## config.mk

```make
export PLATFORM = sky130hd
export DESIGN_NAME = ldo_regulator_control_regs
export DESIGN_NICKNAME = d
export VERILOG_FILES = /design/src/pkg/ldo_regs_pkg.sv /design/src/hw/ldo_regulator_control_regs.sv /design/src/hw/ldo_voltage_reg.sv
export VERILOG_INCLUDE_DIRS = /design/src /design/src/pkg
export SDC_FILE = /design/constraint.sdc
export NUM_CORES = 1
export LEC_CHECK = 0
export BUFFER_PORTS_ARGS = -buffer_cell sky130_fd_sc_hd__buf_2
export CORE_UTILIZATION = 45
export CTS_BUF_LIST = sky130_fd_sc_hd__clkbuf_8
export CTS_CLUSTER_SIZE = 8
export DETAILED_ROUTE_END_ITERATION = 10
export GPL_TIMING_DRIVEN = 0
export PLACE_DENSITY = 0.74
export SLEW_MARGIN = 20
export SYNTH_ARGS = -nofsm -noshare
export SYNTH_HDL_FRONTEND = slang
export SYNTH_SLANG_ARGS = --single-unit
```

## constraint.sdc

```tcl
create_clock -name clk_i -period 1.9 [get_ports clk_i]
set_input_delay 0.38 -clock clk_i [delete_from_list [all_inputs] [get_ports clk_i]]
set_output_delay 0.38 -clock clk_i [all_outputs]
set_load 0.05 [all_outputs]
```

## src/pkg/ldo_regs_consts.svh

```systemverilog
// Offsets, field positions and reset values of the regulator register bank.
`ifndef LDO_REGS_CONSTS_SVH
`define LDO_REGS_CONSTS_SVH

`define CONTROL_SLAVE_ADDR_ONE   7'h48

`define OFS_LDO_B_STATE          8'h86
`define OFS_LDO_B_VOLTAGE        8'h87
`define OFS_LDO_D_TRANSITION_CMD 8'h89
`define OFS_LDO_D_STATE          8'h8a
`define OFS_LDO_D_VOLTAGE        8'h8b
`define OFS_LDO_C_TRANSITION_CMD 8'h8d
`define OFS_LDO_C_STATE          8'h8e
`define OFS_LDO_C_VOLTAGE        8'h8f
`define OFS_LDO_F_TRANSITION_CMD 8'h91
`define OFS_LDO_F_STATE          8'h92
`define OFS_LDO_F_VOLTAGE        8'h93
`define OFS_LOW_NOISE_TRANSITION_CMD 8'h95

`define STATE_RST                2'h0
`define OFF_CMD_RST              2'h0
`define SLEEP_CMD_LO_RST         1'h1
`define ACT_CMD_HI_RST           1'h0
`define RETAIN_RST               1'h0

`define POS_RETAIN               7
`define POS_VOLTAGE_SELECT_CODE_TOP             5
`define POS_OFF_CMD              4
`define POS_SLEEP_CMD            2
`define POS_ACT_CMD              0

`endif

```

## src/pkg/ldo_regs_pkg.sv

```systemverilog
// Types shared by the regulator register bank.
package ldo_regs_pkg;

   typedef enum logic [1:0] {
      REQ_OFF   = 2'b00,
      REQ_ON    = 2'b01,
      REQ_SLEEP = 2'b11
   } ldo_state_e;

   typedef enum logic [1:0] {
      CMD_OFF      = 2'b00,
      CMD_AUTO     = 2'b01,
      CMD_RESERVED = 2'b10,
      CMD_ACTIVE   = 2'b11
   } ldo_cmd_e;

   typedef enum logic [1:0] {
      SYS_OFF    = 2'b00,
      SYS_SLEEP  = 2'b01,
      SYS_ACTIVE = 2'b10
   } sys_state_e;

   typedef struct packed {
      logic       wr;
      logic       rd;
      logic [7:0] addr;
      logic [7:0] wdata;
   } reg_req_s;

endpackage : ldo_regs_pkg

```

## src/hw/ldo_regulator_control_regs.sv

```systemverilog
// Regulator control register bank behind the control slave register port.
`timescale 1ns/1ps
`include "ldo_regs_consts.svh"

module ldo_regulator_control_regs
   import ldo_regs_pkg::*;
(
   // Clock and reset
   input  wire logic       clk_i,
   input  wire logic       rstn_i,
   input  wire logic       warm_rst_i,
   // Register port from the control slave
   input  reg_req_s        req_i,
   output logic      [7:0] rdata_o,
   output logic            rvalid_o,
   // System context
   input  sys_state_e      sys_state_i,
   input  wire logic       d_group_on_i,
   input  wire logic       c_group_on_i,
   input  wire logic [5:0] b_nvm_voltage_select_code_i,
   input  wire logic [5:0] d_nvm_voltage_select_code_i,
   input  wire logic [5:0] c_nvm_voltage_select_code_i,
   input  wire logic [5:0] f_nvm_voltage_select_code_i,
   // Regulator controls
   output ldo_state_e      b_state_o,
   output ldo_state_e      d_state_o,
   output ldo_state_e      c_state_o,
   output ldo_state_e      f_state_o,
   output ldo_cmd_e        d_cmd_o,
   output ldo_cmd_e        c_cmd_o,
   output ldo_cmd_e        f_cmd_o,
   output ldo_cmd_e        ln_cmd_o,
   output logic      [5:0] b_voltage_select_code_o,
   output logic      [5:0] d_voltage_select_code_o,
   output logic      [5:0] c_voltage_select_code_o,
   output logic      [5:0] f_voltage_select_code_o
);

   ////////////////////////////////////////////////////////////////////////
   // Reset release through two flip-flops, then a one-cycle default load.
   logic rst_meta_q;
   logic rst_sync_q;
   logic load_q;
   wire  rstn = rst_sync_q;

   always_ff @(posedge clk_i or negedge rstn_i) begin
      if (!rstn_i) begin
         rst_meta_q <= 1'b0;
         rst_sync_q <= 1'b0;
      end else begin
         rst_meta_q <= 1'b1;
         rst_sync_q <= rst_meta_q;
      end
   end

   always_ff @(posedge clk_i or negedge rstn) begin
      if (!rstn) begin
         load_q <= 1'b1;
      end else begin
         load_q <= 1'b0;
      end
   end

   ////////////////////////////////////////////////////////////////////////
   // Decode helpers.
   function automatic ldo_state_e decode_state(input logic [1:0] code);
      ldo_state_e s;
      s = REQ_OFF;
      if (code == 2'b01) begin
         s = REQ_ON;
      end else if (code == 2'b11) begin
         s = REQ_SLEEP;
      end
      return s;
   endfunction : decode_state

   function automatic ldo_cmd_e pick_cmd(input logic [1:0] off_c,
                                         input logic [1:0] slp_c,
                                         input logic [1:0] act_c,
                                         input sys_state_e st);
      logic [1:0] c;
      c = off_c;
      if (st == SYS_SLEEP) begin
         c = slp_c;
      end else if (st == SYS_ACTIVE) begin
         c = act_c;
      end
      return ldo_cmd_e'(c);
   endfunction : pick_cmd

   function automatic logic [7:0] trans_word(input logic slp_lo,
                                             input logic act_hi);
      return {2'b00, `OFF_CMD_RST, 1'b0, slp_lo, act_hi, 1'b1};
   endfunction : trans_word

   ////////////////////////////////////////////////////////////////////////
   // Address decode.
   wire wr = req_i.wr;
   wire [7:0] a = req_i.addr;
   wire [7:0] wd = req_i.wdata;
   wire wr_b_st = wr && (a == `OFS_LDO_B_STATE);
   wire wr_b_v  = wr && (a == `OFS_LDO_B_VOLTAGE);
   wire wr_d_tr = wr && (a == `OFS_LDO_D_TRANSITION_CMD);
   wire wr_d_st = wr && (a == `OFS_LDO_D_STATE);
   wire wr_d_v  = wr && (a == `OFS_LDO_D_VOLTAGE);
   wire wr_c_tr = wr && (a == `OFS_LDO_C_TRANSITION_CMD);
   wire wr_c_st = wr && (a == `OFS_LDO_C_STATE);
   wire wr_c_v  = wr && (a == `OFS_LDO_C_VOLTAGE);
   wire wr_f_tr = wr && (a == `OFS_LDO_F_TRANSITION_CMD);
   wire wr_f_st = wr && (a == `OFS_LDO_F_STATE);
   wire wr_f_v  = wr && (a == `OFS_LDO_F_VOLTAGE);
   wire wr_l_tr = wr && (a == `OFS_LOW_NOISE_TRANSITION_CMD);

   ////////////////////////////////////////////////////////////////////////
   // State fields: state domain, untouched by a warm reset.
   logic [1:0] b_st_q;
   logic [1:0] d_st_q;
   logic [1:0] c_st_q;
   logic [1:0] f_st_q;

   always_ff @(posedge clk_i or negedge rstn) begin
      if (!rstn) begin
         b_st_q <= `STATE_RST;
         d_st_q <= `STATE_RST;
         c_st_q <= `STATE_RST;
         f_st_q <= `STATE_RST;
      end else begin
         b_st_q <= wr_b_st ? wd[1:0] : b_st_q;
         d_st_q <= wr_d_st ? wd[1:0] : d_st_q;
         c_st_q <= wr_c_st ? wd[1:0] : c_st_q;
         f_st_q <= wr_f_st ? wd[1:0] : f_st_q;
      end
   end

   ////////////////////////////////////////////////////////////////////////
   // Transition commands: config domain, set back to their reset values by a warm reset too.
   // Index 0..3 holds regulators d, c, f and low noise.
   logic [3:0] slp_lo_q;
   logic [3:0] act_hi_q;
   wire  [3:0] tr_wr = {wr_l_tr, wr_f_tr, wr_c_tr, wr_d_tr};

   always_ff @(posedge clk_i or negedge rstn) begin
      if (!rstn) begin
         slp_lo_q <= {4{`SLEEP_CMD_LO_RST}};
         act_hi_q <= {4{`ACT_CMD_HI_RST}};
      end else if (warm_rst_i) begin
         slp_lo_q <= {4{`SLEEP_CMD_LO_RST}};
         act_hi_q <= {4{`ACT_CMD_HI_RST}};
      end else begin
         for (int i = 0; i < 4; i++) begin
            if (tr_wr[i]) begin
               slp_lo_q[i] <= wd[`POS_SLEEP_CMD];
               act_hi_q[i] <= wd[`POS_ACT_CMD + 1];
            end
         end
      end
   end

   ////////////////////////////////////////////////////////////////////////
   // Voltage registers.
   logic [7:0] b_v_rd;
   logic [7:0] d_v_rd;
   logic [7:0] c_v_rd;
   logic [7:0] f_v_rd;

   ldo_voltage_reg #(.TOP_BIT_WRITABLE(1'b1)) u_b_volt (
      .clk_i(clk_i), .rstn_i(rstn), .load_default_i(load_q),
      .warm_rst_i(warm_rst_i), .wr_i(wr_b_v), .wdata_i(wd),
      .nvm_default_i(b_nvm_voltage_select_code_i), .rdata_o(b_v_rd),
      .voltage_select_code_o(b_voltage_select_code_o));
   ldo_voltage_reg #(.TOP_BIT_WRITABLE(1'b0)) u_d_volt (
      .clk_i(clk_i), .rstn_i(rstn), .load_default_i(load_q),
      .warm_rst_i(warm_rst_i), .wr_i(wr_d_v), .wdata_i(wd),
      .nvm_default_i(d_nvm_voltage_select_code_i), .rdata_o(d_v_rd),
      .voltage_select_code_o(d_voltage_select_code_o));
   ldo_voltage_reg #(.TOP_BIT_WRITABLE(1'b0)) u_c_volt (
      .clk_i(clk_i), .rstn_i(rstn), .load_default_i(load_q),
      .warm_rst_i(warm_rst_i), .wr_i(wr_c_v), .wdata_i(wd),
      .nvm_default_i(c_nvm_voltage_select_code_i), .rdata_o(c_v_rd),
      .voltage_select_code_o(c_voltage_select_code_o));
   ldo_voltage_reg #(.TOP_BIT_WRITABLE(1'b0)) u_f_volt (
      .clk_i(clk_i), .rstn_i(rstn), .load_default_i(load_q),
      .warm_rst_i(warm_rst_i), .wr_i(wr_f_v), .wdata_i(wd),
      .nvm_default_i(f_nvm_voltage_select_code_i), .rdata_o(f_v_rd),
      .voltage_select_code_o(f_voltage_select_code_o));

   ////////////////////////////////////////////////////////////////////////
   // Read multiplexer; unmapped addresses read zero.
   logic [7:0] rd_mux;

   always_comb begin
      rd_mux = 8'h00;
      if (a == `OFS_LDO_B_STATE) begin
         rd_mux = {6'h00, b_st_q};
      end else if (a == `OFS_LDO_B_VOLTAGE) begin
         rd_mux = b_v_rd;
      end else if (a == `OFS_LDO_D_TRANSITION_CMD) begin
         rd_mux = trans_word(slp_lo_q[0], act_hi_q[0]);
      end else if (a == `OFS_LDO_D_STATE) begin
         rd_mux = {6'h00, d_st_q};
      end else if (a == `OFS_LDO_D_VOLTAGE) begin
         rd_mux = d_v_rd;
      end else if (a == `OFS_LDO_C_TRANSITION_CMD) begin
         rd_mux = trans_word(slp_lo_q[1], act_hi_q[1]);
      end else if (a == `OFS_LDO_C_STATE) begin
         rd_mux = {6'h00, c_st_q};
      end else if (a == `OFS_LDO_C_VOLTAGE) begin
         rd_mux = c_v_rd;
      end else if (a == `OFS_LDO_F_TRANSITION_CMD) begin
         rd_mux = trans_word(slp_lo_q[2], act_hi_q[2]);
      end else if (a == `OFS_LDO_F_STATE) begin
         rd_mux = {6'h00, f_st_q};
      end else if (a == `OFS_LDO_F_VOLTAGE) begin
         rd_mux = f_v_rd;
      end else if (a == `OFS_LOW_NOISE_TRANSITION_CMD) begin
         rd_mux = trans_word(slp_lo_q[3], act_hi_q[3]);
      end
   end

   ////////////////////////////////////////////////////////////////////////
   // Registered answers and regulator controls.
   wire [1:0] off_c = `OFF_CMD_RST;
   wire ldo_state_e d_dec = decode_state(d_st_q);
   wire ldo_state_e c_dec = decode_state(c_st_q);

   always_ff @(posedge clk_i or negedge rstn) begin
      if (!rstn) begin
         rdata_o   <= 8'h00;
         rvalid_o  <= 1'b0;
         b_state_o <= REQ_OFF;
         d_state_o <= REQ_OFF;
         c_state_o <= REQ_OFF;
         f_state_o <= REQ_OFF;
         d_cmd_o   <= CMD_OFF;
         c_cmd_o   <= CMD_OFF;
         f_cmd_o   <= CMD_OFF;
         ln_cmd_o  <= CMD_OFF;
      end else begin
         rdata_o   <= req_i.rd ? rd_mux : rdata_o;
         rvalid_o  <= req_i.rd;
         b_state_o <= decode_state(b_st_q);
         d_state_o <= d_group_on_i ? d_dec : REQ_OFF;
         c_state_o <= c_group_on_i ? c_dec : REQ_OFF;
         f_state_o <= decode_state(f_st_q);
         d_cmd_o   <= pick_cmd(off_c, {1'b0, slp_lo_q[0]},
                               {act_hi_q[0], 1'b1}, sys_state_i);
         c_cmd_o   <= pick_cmd(off_c, {1'b0, slp_lo_q[1]},
                               {act_hi_q[1], 1'b1}, sys_state_i);
         f_cmd_o   <= pick_cmd(off_c, {1'b0, slp_lo_q[2]},
                               {act_hi_q[2], 1'b1}, sys_state_i);
         ln_cmd_o  <= pick_cmd(off_c, {1'b0, slp_lo_q[3]},
                               {act_hi_q[3], 1'b1}, sys_state_i);
      end
   end

endmodule : ldo_regulator_control_regs

```

## src/hw/ldo_voltage_reg.sv

```systemverilog
// One voltage register with warm-reset retention of its selection code.
`timescale 1ns/1ps
`include "ldo_regs_consts.svh"

module ldo_voltage_reg
   import ldo_regs_pkg::*;
#(
   parameter bit TOP_BIT_WRITABLE = 1'b1
) (
   // Clock and reset
   input  wire logic       clk_i,
   input  wire logic       rstn_i,
   // Reload controls
   input  wire logic       load_default_i,
   input  wire logic       warm_rst_i,
   // Register access
   input  wire logic       wr_i,
   input  wire logic [7:0] wdata_i,
   input  wire logic [5:0] nvm_default_i,
   // Register contents
   output logic      [7:0] rdata_o,
   output logic      [5:0] voltage_select_code_o
);

   ////////////////////////////////////////////////////////////////////////
   logic       retain_q;
   logic [5:0] voltage_select_code_q;
   wire  [5:0] voltage_select_code_mask     = {TOP_BIT_WRITABLE, 5'h1f};
   wire  [5:0] nvm_masked    = nvm_default_i & voltage_select_code_mask;
   wire        reload        = load_default_i | (warm_rst_i & ~retain_q);

   // The retention bit lives in the backup domain: warm_rst_i leaves it, only rstn_i or a write of zero clears it.
   always_ff @(posedge clk_i or negedge rstn_i) begin
      if (!rstn_i) begin
         retain_q <= `RETAIN_RST;
      end else if (wr_i) begin
         retain_q <= wdata_i[`POS_RETAIN];
      end
   end

   // Warm reload takes precedence over a write in the same cycle.
   always_ff @(posedge clk_i or negedge rstn_i) begin
      if (!rstn_i) begin
         voltage_select_code_q <= 6'h00;
      end else if (reload) begin
         voltage_select_code_q <= nvm_masked;
      end else if (wr_i) begin
         voltage_select_code_q <= wdata_i[5:0] & voltage_select_code_mask;
      end
   end

   assign rdata_o               = {retain_q, 1'b0, voltage_select_code_q};
   assign voltage_select_code_o = voltage_select_code_q;

endmodule : ldo_voltage_reg

```

==> key figures, run 1 <==
Final layout
  • # fillers: 680
  • Commonest cells after routing, fill and taps aside: buf_2 (92), dfrtp_1 (62), mux2i_1 (29)
  • Commonest non-fill, non-tap cell in the layout: buf_2
  • Antenna cells: 0
  • Fin util: 0.569
  • Share of cells above drive strength 1: 0.334
  • Area delta synth->final: 22.2%
  • Layout net count: 470

Timing
  • Post-layout minimum cycle time: 1.81 ns
  • Achievable Freq: 553 MHz
  • Final setup fails: 0
  • Worst-Margin Slew: 0.842 ns
  • Clk_skew: 0.0129 ns
  • Setup TNS: 0 ns
  • RSZ-0062 raised after global routing: false
  • Worst hold slack: 0.226 ns
  • Final Hold Fails: 0
  • Slew Viols, Final: 0
  • Setup ws final: 0.0929 ns
  • Max-Slew Margin vs Limit: 0.439
  • Final worst-path cycle share: 0.951

Setup path
  • CP Launch Type: input pin
  • R2r endpoint: rdata_o[0]$_DFFE_PN0P_
  • R2R Setup Slk: 0.41 ns
  • CP Max Fanout: 9
  • Critical Setup Path Class: input pin to flip-flop
  • Worst reg2reg path depth: 4
  • Req. time, crit path: 2.13 ns
  • CP endpoint kind: flip-flop
  • Worst r2r src: b_st_q[0]$_DFFE_PN0P_
  • Data arrival, critical path: 2.04 ns

Drt
  • DR pass1 iterations: 5
  • Starting DRC count in detailed routing: 149
  • DR vias: 2727
  • Final wirelength: 8190 µm
  • DRC: 0
  • Remaining antenna violation count: 0
  • Routed wire per std cell: 15.6 µm
  • Via/cell ratio: 5.20

Power
  • Peak VDD IR: 0.000327 V
  • P per Cell Area: 764 nW/µm²
  • Total Power: 3.15 mW
  • P_leak: 2.15 nW

Logic synthesis
  • Register area share after synthesis: 0.506
  • Largest family of logic cells by synthesized area: simple AND/OR/NAND/NOR gates
  • Xor-xnor portion of the synthesized cell area: 0
  • Number of synthesized flops with an enable pin: 0
  • Mapped Area: 3380 µm²
  • Adder-cell area share of the yosys netlist: 0
  • Post-synthesis register bit count: 68
  • Synth unique cells: 53
  • Top_reg_cell synth: dfrtp_1
  • Asr flop ratio synth: 1.00
  • Synthesis Warnings: 0
  • Mapped Avg Cell Area: 10.6 µm²
  • Mapped Cells: 318
  • Compound-Gate Fraction of Synth Area: 0.143
  • Multiplexer area fraction after synthesis: 0.132
  • Simple-gate share of the synthesized area: 0.175

Clock network
  • CTS Buffer Depth: 2
  • Post-CTS sizing: 0
  • CTS tree: built
  • Worst-Skew Late Latency: 0.35 ns
  • Clock net sink count: 68
  • Root buffer cell: clkbuf_8
  • H-tree levels: 3
  • Num CTS Buffers: 9
  • Clock slew at reported path FFs: 0.07 ns

Global route
  • Antenna violations before repair: 0
  • First-pass GRT wire length: 12700 µm
  • GR Util All Layers: 0.218
  • Grt ovf: 0
  • Largest net degree at the start of global routing: 67
  • Vias in the first global route: 2542

Floorplanning
  • Num ports: 98
  • Die area: 7850 µm²
  • CORE AREA: 7250 µm²
  • Die Y: 88.6 µm
  • Starting Density: 0.465
  • Chip width: 88.6 µm
  • Site row count: 31

Min path
  • Hold EP: rvalid_o$_DFF_PN0_
  • Worst Hold Launch: req_i[16]
  • Worst Hold Depth: 1
  • Worst hold path type: input pin to flip-flop

Placement
  • Setup Slack @ Placement: -0.246 ns
  • Port buffer count: 87
  • RePlAce Congestion: 0.885
  • DP Wirelength: 6030 µm

Job
  • Max_cap viols: 0

Status
  • Outcome: finished clean
## critical path: stages
cell     delay [ns]
buf_2          0.16
nor4b_4        0.56
nand3_1        0.33
nor2_1         0.25
mux2_2         0.35
## cell type report
class	count	area [µm²]	area share
clock inverters	5	22.5	0.00546
flip-flops and latches	68	1710	0.415
clock buffers	10	138	0.0334
plain buffers	19	100	0.0243
inverters	11	41.3	0.0100
multi-input cells	224	1540	0.374
repair buffers	88	445	0.108
well taps	99	124	0.0300
## stage by stage
stage,instance area [µm²],cells
finish,4120,524
global route,4120,524
CTS,4120,524
detailed placement,3950,508
global placement,3950,508
floorplan,3390,322
## layer usage
metal,vias to the layer above,share of wire,wire length [µm],GRT usage
met1,1324,0.46,3770,0.294
met2,64,0.49,3990,0.344
met3,14,0.036,293,0.0364
met5,-,0,0,0
met4,0,0.017,138,0.0997
li1,1325,-,-,-
## flip-flops by register name, indices dropped and copies added, names as in the netlist, 4 cells and up
name and flops:
rdata_o 7, u_d_volt.voltage_select_code_o 5, act_hi_q 4, u_c_volt.voltage_select_code_o 5
u_f_volt.voltage_select_code_o 5, slp_lo_q 4, u_b_volt.voltage_select_code_o 6
## power by group
part | switching (mW) | internal [mW] | total [mW]
registers | 0.0739 | 1.52 | 1.59
logic | 0.386 | 0.163 | 0.549
clock network | 0.527 | 0.485 | 1.01
## cell usage after synthesis (2+ instances only)
library cell | n | area, µm²
a211o_1 | 4 | 35.0
a21o_1 | 6 | 45.0
a21oi_1 | 20 | 100
a221o_1 | 2 | 20.0
a22o_1 | 3 | 26.3
a22oi_1 | 7 | 52.6
a32oi_1 | 2 | 17.5
and2_1 | 9 | 56.3
and3_1 | 3 | 18.8
buf_1 | 2 | 7.51
buf_2 | 5 | 25.0
buf_4 | 4 | 30.0
clkbuf_1 | 7 | 26.3
conb_1 | 2 | 7.51
dfrtp_1 | 63 | 1580
dfstp_2 | 5 | 131
inv_1 | 11 | 41.3
mux2_2 | 11 | 124
mux2_4 | 2 | 30.0
mux2i_1 | 29 | 290
nand2_1 | 26 | 97.6
nand2_2 | 2 | 12.5
nand2b_1 | 3 | 18.8
nand3_1 | 5 | 25.0
nor2_1 | 23 | 86.3
nor2b_1 | 8 | 50.1
nor3_1 | 4 | 20.0
nor3_2 | 2 | 20.0
nor3b_1 | 2 | 15.0
o2111ai_1 | 2 | 17.5
o21ai_0 | 19 | 95.1
o21bai_1 | 2 | 15.0
o22ai_1 | 3 | 18.8
## cell families after synthesis
kind of cell    after synthesis
simple gates                101
compound gates               75
other cells                   2
flops                        68
buf+inv                      30
mux                          42
## timing repair
item / in CTS / in global routing
endpoints found under the setup margin: 0 / 0
buffers inserted: 0 / 0
endpoints found under the hold margin: 2 / 0
hold buffers: 1 / 0
## how the worst max path moves through the flow
stage               slack [ns]                            end       from  cells after the start
finish                    0.09          c_st_q[0]$_DFFE_PN0P_  req_i[12]                      5
global route             0.009          c_st_q[0]$_DFFE_PN0P_  req_i[12]                      5
CTS                       0.11          c_st_q[0]$_DFFE_PN0P_  req_i[12]                      5
detailed placement       -0.25          c_st_q[0]$_DFFE_PN0P_  req_i[12]                      5
global placement         -0.23          c_st_q[0]$_DFFE_PN0P_  req_i[12]                      5
floorplan                 0.10  u_b_volt.retain_q$_DFFE_PN0P_  req_i[13]                      5
(Power assumes the default switching activity.)
==> run 2, diff against run 1 <==
PLACE_DENSITY = 0.72   (was 0.74)
==> key figures, run 2 (synthesis gave the netlist of run 1 again) <==
Drt
  • Final wirelength: 8300 µm
  • DR pass1 iterations: 4
  • Routed wire per std cell: 15.7 µm
  • Remaining antenna violation count: 0
  • DR vias: 2746
  • Starting DRC count in detailed routing: 203
  • DRC: 0
  • Via/cell ratio: 5.18

Placement
  • Post-Place Cells: 508
  • RePlAce Congestion: 0.849
  • Port buffer count: 87
  • Post-DP Area: 3950 µm²
  • DP Wirelength: 6090 µm

Min path
  • Worst Hold Launch: req_i[16]
  • Worst Hold Depth: 1
  • Hold EP: rvalid_o$_DFF_PN0_
  • Worst hold path type: input pin to flip-flop

Final layout
  • Final Cell Area: 4190 µm²
  • Commonest non-fill, non-tap cell in the layout: buf_2
  • Layout net count: 475
  • Finished Layout Cells: 530
  • Share of cells above drive strength 1: 0.348
  • Top reg by flops: rdata_o
  • Antenna cells: 0
  • Area delta synth->final: 24.0%
  • Commonest cells after routing, fill and taps aside: buf_2 (92), dfrtp_1 (62), mux2i_1 (29)
  • Max reg flops: 7

Clock network
  • Clock slew at reported path FFs: 0.08 ns
  • H-tree levels: 3
  • Worst-Skew Late Latency: 0.35 ns
  • CTS tree: built
  • Num CTS Buffers: 9
  • CTS Buffer Depth: 2
  • Clock net sink count: 68
  • Root buffer cell: clkbuf_8

Global route
  • Antenna violations before repair: 0
  • Vias in the first global route: 2557
  • First-pass GRT wire length: 12700 µm
  • Largest net degree at the start of global routing: 67
  • GR Util All Layers: 0.219
  • Grt ovf: 0

Setup path
  • Critical Setup Path Class: input pin to flip-flop
  • CP Launch Type: input pin
  • CP Max Fanout: 8
  • Worst r2r src: d_st_q[0]$_DFFE_PN0P_
  • Req. time, crit path: 2.11 ns
  • R2R Setup Slk: 0.37 ns
  • R2r endpoint: rdata_o[0]$_DFFE_PN0P_
  • CP endpoint kind: flip-flop
  • Worst reg2reg path depth: 4
  • Data arrival, critical path: 1.98 ns

Timing
  • Final setup fails: 0
  • Clk_skew: 0.0125 ns
  • Final Hold Fails: 0
  • Achievable Freq: 564 MHz
  • Final worst-path cycle share: 0.934
  • Slew Viols, Final: 0
  • Post-layout minimum cycle time: 1.77 ns
  • RSZ-0062 raised after global routing: false
  • Worst-Margin Slew: 0.844 ns
  • Max-Slew Margin vs Limit: 0.438

Floorplanning
  • Chip width: 88.6 µm
  • Site row count: 31
  • CORE AREA: 7250 µm²
  • Die area: 7850 µm²
  • Die Y: 88.6 µm
  • Starting Density: 0.465
  • Num ports: 98

Power
  • Peak VDD IR: 0.000338 V
  • P_leak: 2.17 nW
  • P per Cell Area: 768 nW/µm²

Status
  • Outcome: finished clean

Job
  • Max_cap viols: 0
run 2: cell count changes in the layout (fill, tap and decap cells not counted):
cell / before / now
clkinv_2: 3 / 2
inv_1: 13 / 12
clkinvlp_4: 0 / 2
clkbuf_8: 10 / 11
buf_4: 4 / 9
nor3b_2: 0 / 1
nor3b_1: 2 / 1
run 2: layer usage:
layer | track usage | vias to the layer above | share of wire
met5 | 0 | - | 0
met1 | 0.303 | 1333 | 0.47
met2 | 0.342 | 66 | 0.48
met3 | 0.0410 | 9 | 0.037
li1 | - | 1338 | -
met4 | 0.0821 | 0 | 0.014
run 2: report_power, final:
part / total [mW] / switching (mW) / internal (mW)
clock: 1.07 / 0.536 / 0.535
combinational: 0.553 / 0.387 / 0.166
sequential: 1.59 / 0.0762 / 1.52
run 2: worst max path at each step:
stage | from | endpoint | slack [ns] | depth (start not counted)
after detailed placement | req_i[12] | rdata_o[3]$_DFFE_PN0P_ | -0.35 | 6
after floorplan | req_i[13] | u_b_volt.retain_q$_DFFE_PN0P_ | 0.10 | 5
after global routing | req_i[12] | u_d_volt.voltage_select_code_o[0]$_DFFE_PN0P_ | 0.02 | 6
after CTS | req_i[12] | rdata_o[3]$_DFFE_PN0P_ | 0.02 | 6
final | req_i[12] | u_d_volt.voltage_select_code_o[2]$_DFFE_PN0P_ | 0.13 | 6
after global placement | req_i[12] | rdata_o[4]$_DFFE_PN0P_ | -0.24 | 6
run 2: metrics by stage:
step           total power [mW]  hold slack [ns]  setup WS (ns)  setup TNS, ns   util
4_1_cts                    3.23            0.216         0.0236              0  0.571
2_1_floorplan              1.98           0.0844          0.102              0      -
6_report                   3.22            0.224          0.126              0  0.577
3_5_place_dp               2.17            0.170         -0.350          -6.56  0.545
3_3_place_gp               2.16            0.165         -0.236          -5.12  0.545
5_1_grt                    3.35            0.228         0.0160              0  0.577
run 2: what timing repair did:
action	4_1_cts	5_1_grt
resized for setup	0	1
hold buffers	1	0
endpoints found under the setup margin	0	8
endpoints found under the hold margin	2	0
buffers inserted	0	5
run 2: critical path, cell delays in order:
cell and delay, ns:
buf_2 0.15, or4b_4 0.59, nor2_1 0.34, nand2_2 0.21, mux2i_1 0.21, a21oi_1 0.08
run 2: area by class of cell:
class                   count  area (µm²)
flip-flops and latches     68        1710
multi-input cells         224        1550
fillers                   666        3070
repair buffers             93         483
clock buffers              11         151
inverters                  11        41.3
clock inverters             5        28.8
well taps                  99         124
plain buffers              19         100
